<file path="src/core/vt_monitor_pkg.sv">
// Constants and types for the voltage and temperature monitor sequencer
package vt_monitor_pkg;

    // ------------------------------------------------------------
    // Widths and timing
    // ------------------------------------------------------------
    localparam int ADDR_W = 8;
    localparam int DATA_W = 8;
    localparam int CLK_MHZ = 125;
    localparam int SLOT_US = 1000;
    localparam int SLOT_CYCLES = SLOT_US * CLK_MHZ;
    localparam int CNT_W = 17;

    // ------------------------------------------------------------
    // Register map, all within 0x15 to 0x1B
    // ------------------------------------------------------------
    localparam logic [ADDR_W-1:0] REG_CTRL = 8'h15;
    localparam logic [ADDR_W-1:0] REG_THR_HI = 8'h16;
    localparam logic [ADDR_W-1:0] REG_THR_LO = 8'h17;
    localparam logic [ADDR_W-1:0] REG_RES_SEL = 8'h18;
    localparam logic [ADDR_W-1:0] REG_RES_DATA = 8'h19;
    localparam logic [ADDR_W-1:0] REG_ALARM = 8'h1A;
    localparam logic [ADDR_W-1:0] REG_ALARM_MASK = 8'h1B;

    // CTRL fields
    localparam int CTRL_MON_EN = 0;
    localparam int CTRL_EN_A = 1;
    localparam int CTRL_EN_B = 2;
    localparam int CTRL_EN_T = 3;
    // RES_SEL: [1:0] sensor index for results/thresholds
    localparam int SEL_W = 2;
    // ALARM bits
    localparam int ALM_A = 0;
    localparam int ALM_B = 1;
    localparam int ALM_T = 2;
    localparam int N_SENS = 3;

    localparam logic [DATA_W-1:0] CTRL_RST = 8'h00;
    localparam logic [DATA_W-1:0] THR_HI_RST = 8'hFF;
    localparam logic [DATA_W-1:0] THR_LO_RST = 8'h00;
    localparam logic [N_SENS-1:0] MASK_RST = 3'h0;

    // ------------------------------------------------------------
    // Types
    // ------------------------------------------------------------
    typedef enum logic [3:0] {
        ST_IDLE = 4'h1,
        ST_PICK = 4'h2,
        ST_MEAS = 4'h4,
        ST_DONE = 4'h8
    } seq_state_e;

    typedef struct packed {
        logic [DATA_W-1:0] sense_a;
        logic [DATA_W-1:0] sense_b;
        logic [DATA_W-1:0] temp;
    } sample_s;

    typedef struct packed {
        logic [ADDR_W-1:0] addr;
        logic [DATA_W-1:0] wdata;
        logic wr;
        logic rd;
    } reg_req_s;

endpackage

</file>
<file path="src/core/vt_monitor_seq.sv">
// Voltage and temperature monitor sequencer with register port and alarms
// Function
// - Each voltage-sense pin has its own high and low threshold.
// - Pin voltage above high or below low sets that pin's alarm bit.
// - Raised alarms are driven out for transfer to the remote deserializer.
// - Die temperature outside its range sets the temperature alarm bit.
// - Measurements run one at a time in rotating turn.
// - Rotation starts only once the reset sequencer reports normal state.
// - Each measurement slot lasts 1 ms.
// - Each result is written into that sensor's readable result register.
// - Monitoring is off after reset until software enables it.
// - Disabled sensors are skipped in the rotation.
// - Pins a and b sense voltage; pins c and d stay plain signalling.
// - All monitor registers sit at addresses 0x15 through 0x1B.
`timescale 1ns/10ps
module vt_monitor_seq (
    input wire logic i_sys_clk,
    input wire logic i_rst_n,
    input wire logic i_normal_mode,
    input wire vt_monitor_pkg::sample_s i_sample,
    input wire logic i_pin_c,
    input wire logic i_pin_d,
    output logic o_pin_c,
    output logic o_pin_d,
    input wire vt_monitor_pkg::reg_req_s i_req,
    output logic [vt_monitor_pkg::DATA_W-1:0] o_rdata,
    output logic [vt_monitor_pkg::N_SENS-1:0] o_alarm_link,
    output logic [vt_monitor_pkg::SEL_W-1:0] o_meas_sel,
    output logic o_meas_active,
    output logic o_irq
);
    import vt_monitor_pkg::*;

    // ------------------------------------------------------------
    // State
    // ------------------------------------------------------------
    typedef struct packed {
        seq_state_e st;
        logic [CNT_W-1:0] cnt;
        logic [SEL_W-1:0] cur;
        logic [DATA_W-1:0] ctrl;
        logic [N_SENS-1:0][DATA_W-1:0] thr_hi;
        logic [N_SENS-1:0][DATA_W-1:0] thr_lo;
        logic [N_SENS-1:0][DATA_W-1:0] result;
        logic [SEL_W-1:0] sel;
        logic [N_SENS-1:0] alarm;
        logic [N_SENS-1:0] mask;
        logic [DATA_W-1:0] rdata;
    } state_s;

    localparam logic [CNT_W-1:0] SLOT_LAST = CNT_W'(SLOT_CYCLES - 1);
    localparam logic [SEL_W-1:0] IDX_A = SEL_W'(ALM_A);
    localparam logic [SEL_W-1:0] IDX_B = SEL_W'(ALM_B);
    // Index 3 names no sensor
    localparam logic [SEL_W-1:0] IDX_NONE = SEL_W'(N_SENS);
    localparam logic [SEL_W-1:0] IDX_T = SEL_W'(ALM_T);

    state_s s_r;
    state_s s_nxt;

    logic [N_SENS-1:0] sens_en;
    logic [N_SENS-1:0] meas_alarm;
    logic [N_SENS-1:0] clr_bits;
    logic [DATA_W-1:0] cur_val;
    logic [SEL_W-1:0] next_idx;
    logic any_en;
    logic run;
    logic sel_ok;

    // Per-sensor window compare results
    logic [N_SENS-1:0] above;
    logic [N_SENS-1:0] below;

    // ------------------------------------------------------------
    // Sensor selection
    // ------------------------------------------------------------
    assign sens_en = {s_r.ctrl[CTRL_EN_T], s_r.ctrl[CTRL_EN_B], s_r.ctrl[CTRL_EN_A]};
    assign any_en = |sens_en;
    assign run = s_r.ctrl[CTRL_MON_EN] && i_normal_mode && any_en;
    assign sel_ok = (s_r.sel != IDX_NONE);

    // Next enabled sensor after the current one, wrapping
    always_comb begin
        logic [SEL_W-1:0] k;
        logic found;
        k = s_r.cur;
        found = 1'b0;
        next_idx = s_r.cur;
        for (int i = 0; i < N_SENS; i++) begin
            k = (k == IDX_T) ? IDX_A : SEL_W'(k + 1'b1);
            if (sens_en[k] && !found) begin
                next_idx = k;
                found = 1'b1;
            end
        end
    end

    // Value of the sensor owning the slot
    always_comb begin
        case (s_r.cur)
            IDX_A: begin
                cur_val = i_sample.sense_a;
            end
            IDX_B: begin
                cur_val = i_sample.sense_b;
            end
            default: begin
                cur_val = i_sample.temp;
            end
        endcase
    end

    // ------------------------------------------------------------
    // Window checks
    // ------------------------------------------------------------
    // One comparator pair per sensor; only the owner's result is used
    genvar g;
    generate
        for (g = 0; g < N_SENS; g++) begin : g_win
            assign above[g] = cur_val > s_r.thr_hi[g];
            assign below[g] = cur_val < s_r.thr_lo[g];
            assign meas_alarm[g] = above[g] || below[g];
        end
    endgenerate

    // ------------------------------------------------------------
    // Next state
    // ------------------------------------------------------------
    always_comb begin
        s_nxt = s_r;
        clr_bits = '0;

        case (s_r.st)
            ST_IDLE: begin
                s_nxt.cnt = '0;
                if (run) begin
                    s_nxt.st = ST_PICK;
                end
            end

            ST_PICK: begin
                // Start on the current slot if enabled, else move on
                if (!run) begin
                    s_nxt.st = ST_IDLE;
                end else begin
                    if (!sens_en[s_r.cur]) begin
                        s_nxt.cur = next_idx;
                    end
                    s_nxt.cnt = '0;
                    s_nxt.st = ST_MEAS;
                end
            end

            ST_MEAS: begin
                // Only one sensor is addressed per slot
                if (!run) begin
                    s_nxt.st = ST_IDLE;
                end else if (s_r.cnt == SLOT_LAST) begin
                    s_nxt.st = ST_DONE;
                end else begin
                    s_nxt.cnt = CNT_W'(s_r.cnt + 1'b1);
                end
            end

            ST_DONE: begin
                s_nxt.result[s_r.cur] = cur_val;
                s_nxt.cur = next_idx;
                s_nxt.cnt = '0;
                s_nxt.st = run ? ST_MEAS : ST_IDLE;
            end

            default: begin
                s_nxt.st = ST_IDLE;
            end
        endcase

        // ------------------------------------------------------------
        // Register writes; unmapped addresses and index 3 are ignored
        // ------------------------------------------------------------
        if (i_req.wr) begin
            case (i_req.addr)
                REG_CTRL: begin
                    s_nxt.ctrl = i_req.wdata;
                end

                REG_THR_HI: begin
                    if (sel_ok) begin
                        s_nxt.thr_hi[s_r.sel] = i_req.wdata;
                    end
                end

                REG_THR_LO: begin
                    if (sel_ok) begin
                        s_nxt.thr_lo[s_r.sel] = i_req.wdata;
                    end
                end

                REG_RES_SEL: begin
                    s_nxt.sel = i_req.wdata[SEL_W-1:0];
                end

                REG_ALARM: begin
                    clr_bits = i_req.wdata[N_SENS-1:0];
                end

                REG_ALARM_MASK: begin
                    s_nxt.mask = i_req.wdata[N_SENS-1:0];
                end

                default: begin
                end
            endcase
        end

        // ------------------------------------------------------------
        // Alarm status; a new alarm wins over a clear in the same cycle
        // ------------------------------------------------------------
        s_nxt.alarm = s_r.alarm & ~clr_bits;
        if (s_r.st == ST_DONE && meas_alarm[s_r.cur]) begin
            s_nxt.alarm[s_r.cur] = 1'b1;
        end

        // ------------------------------------------------------------
        // Register reads, data one cycle later
        // ------------------------------------------------------------
        s_nxt.rdata = '0;
        if (i_req.rd) begin
            case (i_req.addr)
                REG_CTRL: begin
                    s_nxt.rdata = s_r.ctrl;
                end

                REG_THR_HI: begin
                    s_nxt.rdata = sel_ok ? s_r.thr_hi[s_r.sel] : '0;
                end

                REG_THR_LO: begin
                    s_nxt.rdata = sel_ok ? s_r.thr_lo[s_r.sel] : '0;
                end

                REG_RES_SEL: begin
                    s_nxt.rdata = DATA_W'(s_r.sel);
                end

                REG_RES_DATA: begin
                    s_nxt.rdata = sel_ok ? s_r.result[s_r.sel] : '0;
                end

                REG_ALARM: begin
                    s_nxt.rdata = DATA_W'(s_r.alarm);
                end

                REG_ALARM_MASK: begin
                    s_nxt.rdata = DATA_W'(s_r.mask);
                end

                default: begin
                    s_nxt.rdata = '0;
                end
            endcase
        end
    end

    // ------------------------------------------------------------
    // Registers
    // ------------------------------------------------------------
    always_ff @(posedge i_sys_clk) begin
        if (!i_rst_n) begin
            s_r.st <= ST_IDLE;
            s_r.cnt <= '0;
            s_r.cur <= IDX_A;
            s_r.ctrl <= CTRL_RST;
            s_r.thr_hi <= {N_SENS{THR_HI_RST}};
            s_r.thr_lo <= {N_SENS{THR_LO_RST}};
            s_r.result <= '0;
            s_r.sel <= '0;
            s_r.alarm <= '0;
            s_r.mask <= MASK_RST;
            s_r.rdata <= '0;
        end else begin
            s_r <= s_nxt;
        end
    end

    // ------------------------------------------------------------
    // Outputs
    // ------------------------------------------------------------
    // Pins c and d are never used for sensing, just passed through
    assign o_pin_c = i_pin_c;
    assign o_pin_d = i_pin_d;

    // ------------------------------------------------------------
    // Register port outputs
    // ------------------------------------------------------------
    assign o_rdata = s_r.rdata;

    // ------------------------------------------------------------
    // Sequencer and alarm outputs
    // ------------------------------------------------------------
    assign o_alarm_link = s_r.alarm;
    assign o_meas_sel = s_r.cur;
    assign o_meas_active = (s_r.st == ST_MEAS);
    assign o_irq = |(s_r.alarm & s_r.mask);

endmodule

</file>
<file path="config.mk">
export PLATFORM = sky130hd
export DESIGN_NAME = vt_monitor_seq
export DESIGN_NICKNAME = d
export VERILOG_FILES = /design/src/core/vt_monitor_pkg.sv /design/src/core/vt_monitor_seq.sv
export SDC_FILE = /design/constraint.sdc
export NUM_CORES = 1
export LEC_CHECK = 0
export ABC_AREA = 1
export BUFFER_PORTS_ARGS = -buffer_cell sky130_fd_sc_hd__buf_4
export CAP_MARGIN = 30
export CORE_MARGIN = 1.5
export CORE_UTILIZATION = 48
export DETAILED_ROUTE_END_ITERATION = 16
export PLACE_DENSITY = 0.67
export SLEW_MARGIN = 20
export SYNTH_ARGS = -nofsm -noshare
export SYNTH_HDL_FRONTEND = slang
export SYNTH_SLANG_ARGS = --single-unit
</file>
<file path="constraint.sdc">
create_clock -name i_sys_clk -period 4.35 [get_ports i_sys_clk]
set_input_delay 0.6525 -clock i_sys_clk [delete_from_list [all_inputs] [get_ports i_sys_clk]]
set_output_delay 0.6525 -clock i_sys_clk [all_outputs]
set_load 0.01 [all_outputs]
</file>
==> impl_metrics.tcl, run 1 <==
set metrics [dict create \
    p_seq_share_pct 42.2 \
    path_class "reg -> reg" \
    internal-power_uw 1983 \
    drt_wl_total_um 19610 \
    cts_setup_buffers 0 \
    grt_start_max_net_pins 49 \
    tightest_slew_ps 739.6 \
    total_power_uw 2586 \
    cp_max_fo 10 \
    drtAntennaViolNets 0 \
    cpLargestDelayFamily "compound AO/OA/AOI/OAI gates" \
    grt_pass1_wl_um 31370 \
    startpoint_type "flop" \
    cts_resized 0 \
    dieHeight_um 121.0 \
    switchingPower_uw 602.9 \
    rows 42 \
    grt.met3_usage_pct 6.438 \
    gr-usage-met2_pct 46.56 \
    yosysTopAreaCell "dfxtp_1" \
    grt_pass1_vias 6033 \
    synthTopCellsByArea "dfxtp_1 36%, nand2_1 9.4%, ha_1 8.1%" \
    setup_viol_count_final 0 \
    core-area_sq_mm 0.01340 \
    slowest_stage "clkinv_1" \
    synth.avg_cell_area_sq_um 7.166 \
    gp_congestion 0.9215 \
    multiInputGateArea_sq_mm 0.003540 \
    yosysWarnings 0 \
    p_leak_uw 0.003474 \
    clock_sinks 119 \
    grt_use_met1_pct 35.70 \
    yosysUniqueCellTypes 43 \
    critPathArrivalTime_ps 3350 \
    postSynthCellCount 932 \
    cts_tree "built" \
    dpl.hpwl_um 14670 \
    fillerInstances 1274 \
    die_w_um 121.0 \
    drc_errors 0 \
    htreeDepth 4 \
    drt_iter0_markers 516 \
    cp_num_buf_inv 1 \
    crit_chain "nor2_1, clkinv_1, o22a_1, o21a_1, ha_1, a21oi_1, nor2_1, a211oi_1, nand2_1, nand2_1, nand2_1, nand2_1, nand3_1, a21oi_1" \
    busiest_layer "met2" \
    grt_setup_unrepaired "false" \
    cts.reportedPaths.clkPinSlew_ps 60 \
    final_common_cell "nand2_1" \
    synth-seq-cells 119 \
    diodes 0 \
    ir_worst_vdd_v 0.0003473 \
    relSlewSlack_pct 50.56 \
    start_util_pct 49.84 \
    final.min_clock_period_ps 3023 \
    finClkSkew_ps 10.81 \
    drv_slew 0 \
    fin_crit_sh_pct 69.50 \
    setup_tns_ps 0 \
    hold_buffers 0 \
    hold_viol 0 \
    synth_top_area_share_pct 35.67 \
    outcome "finished clean" \
    cts_made_buffers 17 \
    sw_frac_of_total_pct 23.31 \
    track_usage_pct 28.08 \
    end_kind "flop" \
    critPathMaxStageDelay_ps 370 \
    synth_area_sq_mm 0.006679 \
    maxCapViolations 0 \
    antenna_found_initial 0 \
    seq_area_sq_mm 0.002382 \
    wl_per_cell_um 16.89 \
    overflow 0 \
    hold_path_class "reg -> reg" \
    seq_area_frac_synth_pct 35.67 \
    nets 1062 \
    r2r_slack_ps 1330 \
    power_frac_comb_pct 5.6 \
    dr.pass1.iters 5 \
    clockPowerShare_pct 52.2 \
    fp.dieArea_sq_mm 0.01463 \
    layout_common_cells "168 x nand2_1, 133 x inv_1, 119 x dfxtp_1" \
    fmax_mhz 330.8 \
    crit_required_ps 4680 \
    drive_above_1_share_pct 11.17 \
    clk_path_buf_depth 2 \
    powerDensity_mw_per_mm2 334.9 \
    clk_latency_ps 420 \
    io_buffers 59 \
    pin_count 64 \
    cts-root-buf "clkbuf_16" \
    viasPerCell 5.548 \
    syn-num-nets 1022 \
    num_vias 6441 \
    crit_top_cell "nand2_1" \
    area_growth_pct 15.62 \
]
-- registers in the layout, indices dropped and copies added (netlist names) --
name / cells
s_r: 106
o_rdata: 8
o_alarm_link: 3
o_meas_sel: 2
-- final cells by class --
type,instances,area share (%)
clock buffers,19,5.606
well taps,176,2.852
repair buffers,66,6.416
multi-input cells,630,45.84
flip-flops and latches,119,30.85
inverters,138,6.740
clock inverters,13,1.701
-- worst reg2reg max path: stages (launching register included) --
cell	delay (ps)
dfxtp_1	360
nor2_1	330
clkinv_1	370
o22a_1	270
o21a_1	250
ha_1	360
a21oi_1	160
nor2_1	50
a211oi_1	180
nand2_1	100
nand2_1	120
nand2_1	60
nand2_1	90
nand3_1	90
a21oi_1	130
-- synth_stat cells --
master       n
o221ai_1     6
nand3_2      2
and3_1       1
nor2_1      57
nor3_4       1
nor2_2       6
a211oi_1     9
nor3_1      23
o2111ai_1    2
nand2_1    168
dfxtp_1    119
buf_4       16
a221oi_1     5
inv_2        2
ha_1        43
o22ai_1      8
xor2_1       7
o21ai_1      1
o22a_1       7
nand3b_1     1
o21a_1       7
clkinv_1     2
inv_4        1
clkbuf_1    23
nand4_2      1
o21ai_2      1
a31oi_1      3
o32ai_1      1
o21ai_0     77
a32o_1       1
nor4_1       4
nand3_1     30
a22oi_1     13
nand4_1      8
o211ai_1    24
a21oi_1    103
xnor2_1      1
o311ai_0     1
buf_2        6
nor3b_1      1
a41oi_1      2
inv_1      133
o31ai_1      5
-- per-stage QoR --
| stage | setup WS (ps) | cell area (sq um) | utilization (%) | hold slack [ps] | std cells |
|---|---|---|---|---|---|
| 6_report | 1327 | 7722 | 57.63 | 445.0 | 1161 |
| 5_1_grt | 1089 | 7722 | 57.63 | 473.2 | 1161 |
| 4_1_cts | 1382 | 7722 | 57.63 | 446.2 | 1161 |
| 3_5_place_dp | 1397 | 7158 | 53.42 | 436.7 | 1129 |
| 3_3_place_gp | 1429 | 7143 | 53.31 | 435.1 | 1127 |
| 2_1_floorplan | 2013 | 6679 | - | 423.7 | 932 |
-- worst paths after layout --
| check | from | end | depth (start not counted) |
|---|---|---|---|
| max | o_meas_sel[0]$_SDFFE_PN0P_ | o_alarm_link[0]$_SDFF_PN0_ | 14 |
| min | s_r[94]$_SDFFE_PN0P_ | s_r[94]$_SDFFE_PN0P_ | 2 |
| max reg2reg | o_meas_sel[0]$_SDFFE_PN0P_ | o_alarm_link[0]$_SDFF_PN0_ | 14 |
| min reg2reg | s_r[94]$_SDFFE_PN0P_ | s_r[94]$_SDFFE_PN0P_ | 2 |
-- power groups by stage --
stage,Sequential (uW),Clock (uW),Combinational (uW)
after floorplan,1110,0,77.4
after global placement,1110,0,142
after detailed placement,1110,0,142
after CTS,1090,1370,143
after global routing,1090,1420,160
final,1090,1350,144
-- per-layer routing --
metal / vias to the layer above / part of all wire [%]
li1: 3249 / -
met1: 2911 / 44
met2: 235 / 46
met3: 46 / 6.8
met4: 0 / 2.7
met5: - / 0
-- cell families after synthesis --
| group | synth area share (%) |
|---|---|
| xor+xnor | 1.049 |
| buf+inv | 11.33 |
| flops | 35.67 |
| simple gates | 19.35 |
| compound gates | 24.54 |
| fa+ha+maj | 8.056 |
Power figures use the tool's default switching activity.
==> run 2, diff against run 1 <==
--- a/config.mk
+++ b/config.mk
@@ -5,13 +5,13 @@
 export SDC_FILE = /design/constraint.sdc
 export NUM_CORES = 1
 export LEC_CHECK = 0
-export ABC_AREA = 1
+export ABC_AREA = 0
 export BUFFER_PORTS_ARGS = -buffer_cell sky130_fd_sc_hd__buf_4
 export CAP_MARGIN = 30
 export CORE_MARGIN = 1.5
 export CORE_UTILIZATION = 48
 export DETAILED_ROUTE_END_ITERATION = 16
-export PLACE_DENSITY = 0.67
+export PLACE_DENSITY = 0.69
 export SLEW_MARGIN = 20
 export SYNTH_ARGS = -nofsm -noshare
 export SYNTH_HDL_FRONTEND = slang
==> constraint.sdc (replaced) <==
create_clock -name i_sys_clk -period 2.48 [get_ports i_sys_clk]
set_input_delay 0.372 -clock i_sys_clk [delete_from_list [all_inputs] [get_ports i_sys_clk]]
set_output_delay 0.372 -clock i_sys_clk [all_outputs]
set_load 0.01 [all_outputs]
==> run 2 against run 1 <==
  * Flip-flop and latch count unchanged
  * Clock skew down 1.2 ps
  * Utilization increased by 0.98 points
  * Non-clock buffer count up 40
  * Critical endpoint is now o_alarm_link[1]$_SDFF_PN0_
  * Largest power group unchanged
==> impl_metrics.tcl, run 2 <==
set metrics [dict create \
    yosysMostFrequentCell "mux2i_1" \
    cts-root-buf "clkbuf_16" \
    rows 44 \
    io_buffers 59 \
    fp.dieArea_sq_mm 0.01554 \
    critPathArrivalTime_ps 2660 \
    relSlewSlack_pct 57.36 \
    path_class "reg -> reg" \
    grt_pass1_wl_um 32330 \
    start_util_pct 49.06 \
    drt_iter0_markers 578 \
    async_flop_share_pct 0 \
    yosysWarnings 0 \
    hold_viol 0 \
    cts.reportedPaths.clkPinSlew_ps 60 \
    tightest_slew_ps 630.6 \
    clk_latency_ps 420 \
    powerDensity_mw_per_mm2 558.7 \
    setup_viol_count_final 0 \
    synth-edff-count 0 \
    htreeDepth 4 \
    layout_common_cells "128 x mux2i_1, 117 x dfxtp_1, 102 x buf_4" \
    yosysUniqueCellTypes 66 \
    final.min_clock_period_ps 2385 \
    rr_startpoint "o_meas_sel[0]$_SDFFE_PN0P_" \
    critPathMaxStageDelay_ps 430 \
    clock_sinks 119 \
    maxCapViolations 0 \
    syn-num-nets 926 \
    fillerInstances 1298 \
    p_leak_uw 0.003867 \
    die_w_um 124.6 \
    setup_tns_ps 0 \
    hold_path_class "in -> reg" \
    synth-seq-cells 119 \
    seq_area_sq_mm 0.002385 \
    cts_tree "built" \
    hold_buffers 0 \
    drc_errors 0 \
    clk_path_buf_depth 2 \
    synth.avg_cell_area_sq_um 8.496 \
    cp_max_fo 8 \
    viasPerCell 5.826 \
    drtAntennaViolNets 0 \
    hp-start "i_req[7]" \
    fin_area_sq_mm 0.008486 \
    diodes 0 \
    synthTopCellsByArea "dfxtp_1 34%, mux2i_1 18%, ha_1 7.6%" \
    slowest_stage "dfxtp_2" \
    crit_chain "buf_4, mux2i_1, o21ai_2, ha_1, nand4_1, or2_2, a21o_1, a221oi_1, o31ai_1" \
    fin_hold_ws_ps 251.5 \
    grt_start_max_net_pins 35 \
    cts_resized 2 \
    largest_reg_flops 106 \
    fmax_mhz 419.3 \
    yosysTopAreaCell "dfxtp_1" \
    cpLargestDelayFamily "compound AO/OA/AOI/OAI gates" \
    synth_top_area_share_pct 33.54 \
    dieHeight_um 124.6 \
    synth_area_sq_mm 0.007103 \
    pin_count 64 \
    worstSetupStartpoint "o_meas_sel[0]$_SDFFE_PN0P_" \
    outcome "finished clean" \
    nets 983 \
    cts_setup_buffers 0 \
    finClkSkew_ps 9.639 \
    end_kind "flop" \
    antenna_found_initial 0 \
    overflow 0 \
    startpoint_type "flop" \
    grt_setup_unrepaired "false" \
    drv_slew 0 \
    postSynthCellCount 836 \
    dpl.hpwl_um 14520 \
    multiInputGateArea_sq_mm 0.004222 \
    gp_congestion 0.9007 \
    final_common_cell "mux2i_1" \
    cp_num_buf_inv 1 \
    area_growth_pct 19.46 \
    fin_crit_sh_pct 96.18 \
    dr.pass1.iters 6 \
    core-area_sq_mm 0.01448 \
    drt_wl_total_um 20070 \
    num_vias 6350 \
    yosys-top-cells-count "128 x mux2i_1, 119 x dfxtp_1, 95 x nand2_1, 83 x nor2_1, 50 x inv_1" \
    place_area_sq_mm 0.007858 \
    ir_worst_vdd_v 0.0005133 \
    top_register "s_r" \
    crit_required_ps 2760 \
    seq_area_frac_synth_pct 33.54 \
    wl_per_cell_um 18.42 \
    grt_pass1_vias 6011 \
    drive_above_1_share_pct 16.67 \
    ys.flop_type "dfxtp_1" \
    track_usage_pct 26.30 \
    cts_made_buffers 17 \
]
run 2: cell count changes in the layout (fill, tap and decap cells not counted), moves of 10 or more:
cell      previous run  this run
buf_4               66       102
o211ai_1            24         5
nand2b_1             0        13
inv_1              133        49
mux2i_1              0       128
nand2_1            168        95
a21oi_1            103        29
nor2_1              57        83
o21ai_0             77        15
a21o_1               0        10
nor3_1              23         3
a22oi_1             13         1
run 2: path summary, 6_finish.rpt:
check        slack [ps]                          to  cells after the start
min reg2reg         480       s_r[113]$_SDFFE_PN0P_                      2
min                 250        s_r[85]$_SDFFE_PN1P_                      3
max reg2reg          90  o_alarm_link[1]$_SDFF_PN0_                      9
max                  90  o_alarm_link[1]$_SDFF_PN0_                      9
run 2: final cells by class:
cell class	count	area share, %
flip-flops and latches	119	28.10
clock inverters	7	1.371
inverters	51	2.256
well taps	184	2.713
multi-input cells	598	49.75
clock buffers	25	5.839
repair buffers	106	9.968
run 2: worst reg2reg max path, cell delays in order, from the launching register on:
cell and delay (ps):
dfxtp_2 430, buf_4 150, mux2i_1 210, o21ai_2 140, ha_1 320, nand4_1 120
or2_2 330, a21o_1 160, a221oi_1 290, o31ai_1 100
run 2: routing by layer:
metal / track usage [%] / routed length (um) / vias up / share of wire (%)
met5: 0 / 0 / - / 0
met4: 13.12 / 723 / 0 / 3.6
met3: 5.026 / 974 / 47 / 4.9
met2: 40.85 / 9146 / 223 / 46
met1: 34.92 / 9229 / 2985 / 46
li1: - / - / 3095 / -
run 2: per-stage QoR:
step           instances  worst slack (ps)  util [%]  total power [uW]
6_report            1090             94.81     58.61              4741
5_1_grt             1090             13.36     58.61              4873
4_1_cts             1090             60.72     58.53              4752
3_5_place_dp        1058            -57.60     54.27              2217
3_3_place_gp        1058             23.10     54.27              2215
2_1_floorplan        836             9.620         -              2091
run 2: kinds of logic (layout without fill, tap and decap cells):
group | count (synthesis) | count (layout) | share of synthesized area (%)
buf+inv | 119 | 189 | 7.240
flops | 119 | 119 | 33.54
fa+ha+maj | 43 | 43 | 7.574
mux | 128 | 128 | 18.04
compound gates | 150 | 150 | 15.01
xor+xnor | 1 | 1 | 0.1233
simple gates | 276 | 276 | 18.48
run 2: power by group:
part	internal [uW]	switching, uW	leakage [uW]
Combinational	112	156	0.00261
Clock	1680	873	0.000297
Sequential	1910	0.775	0.000960
Total	3710	1030	0.00387
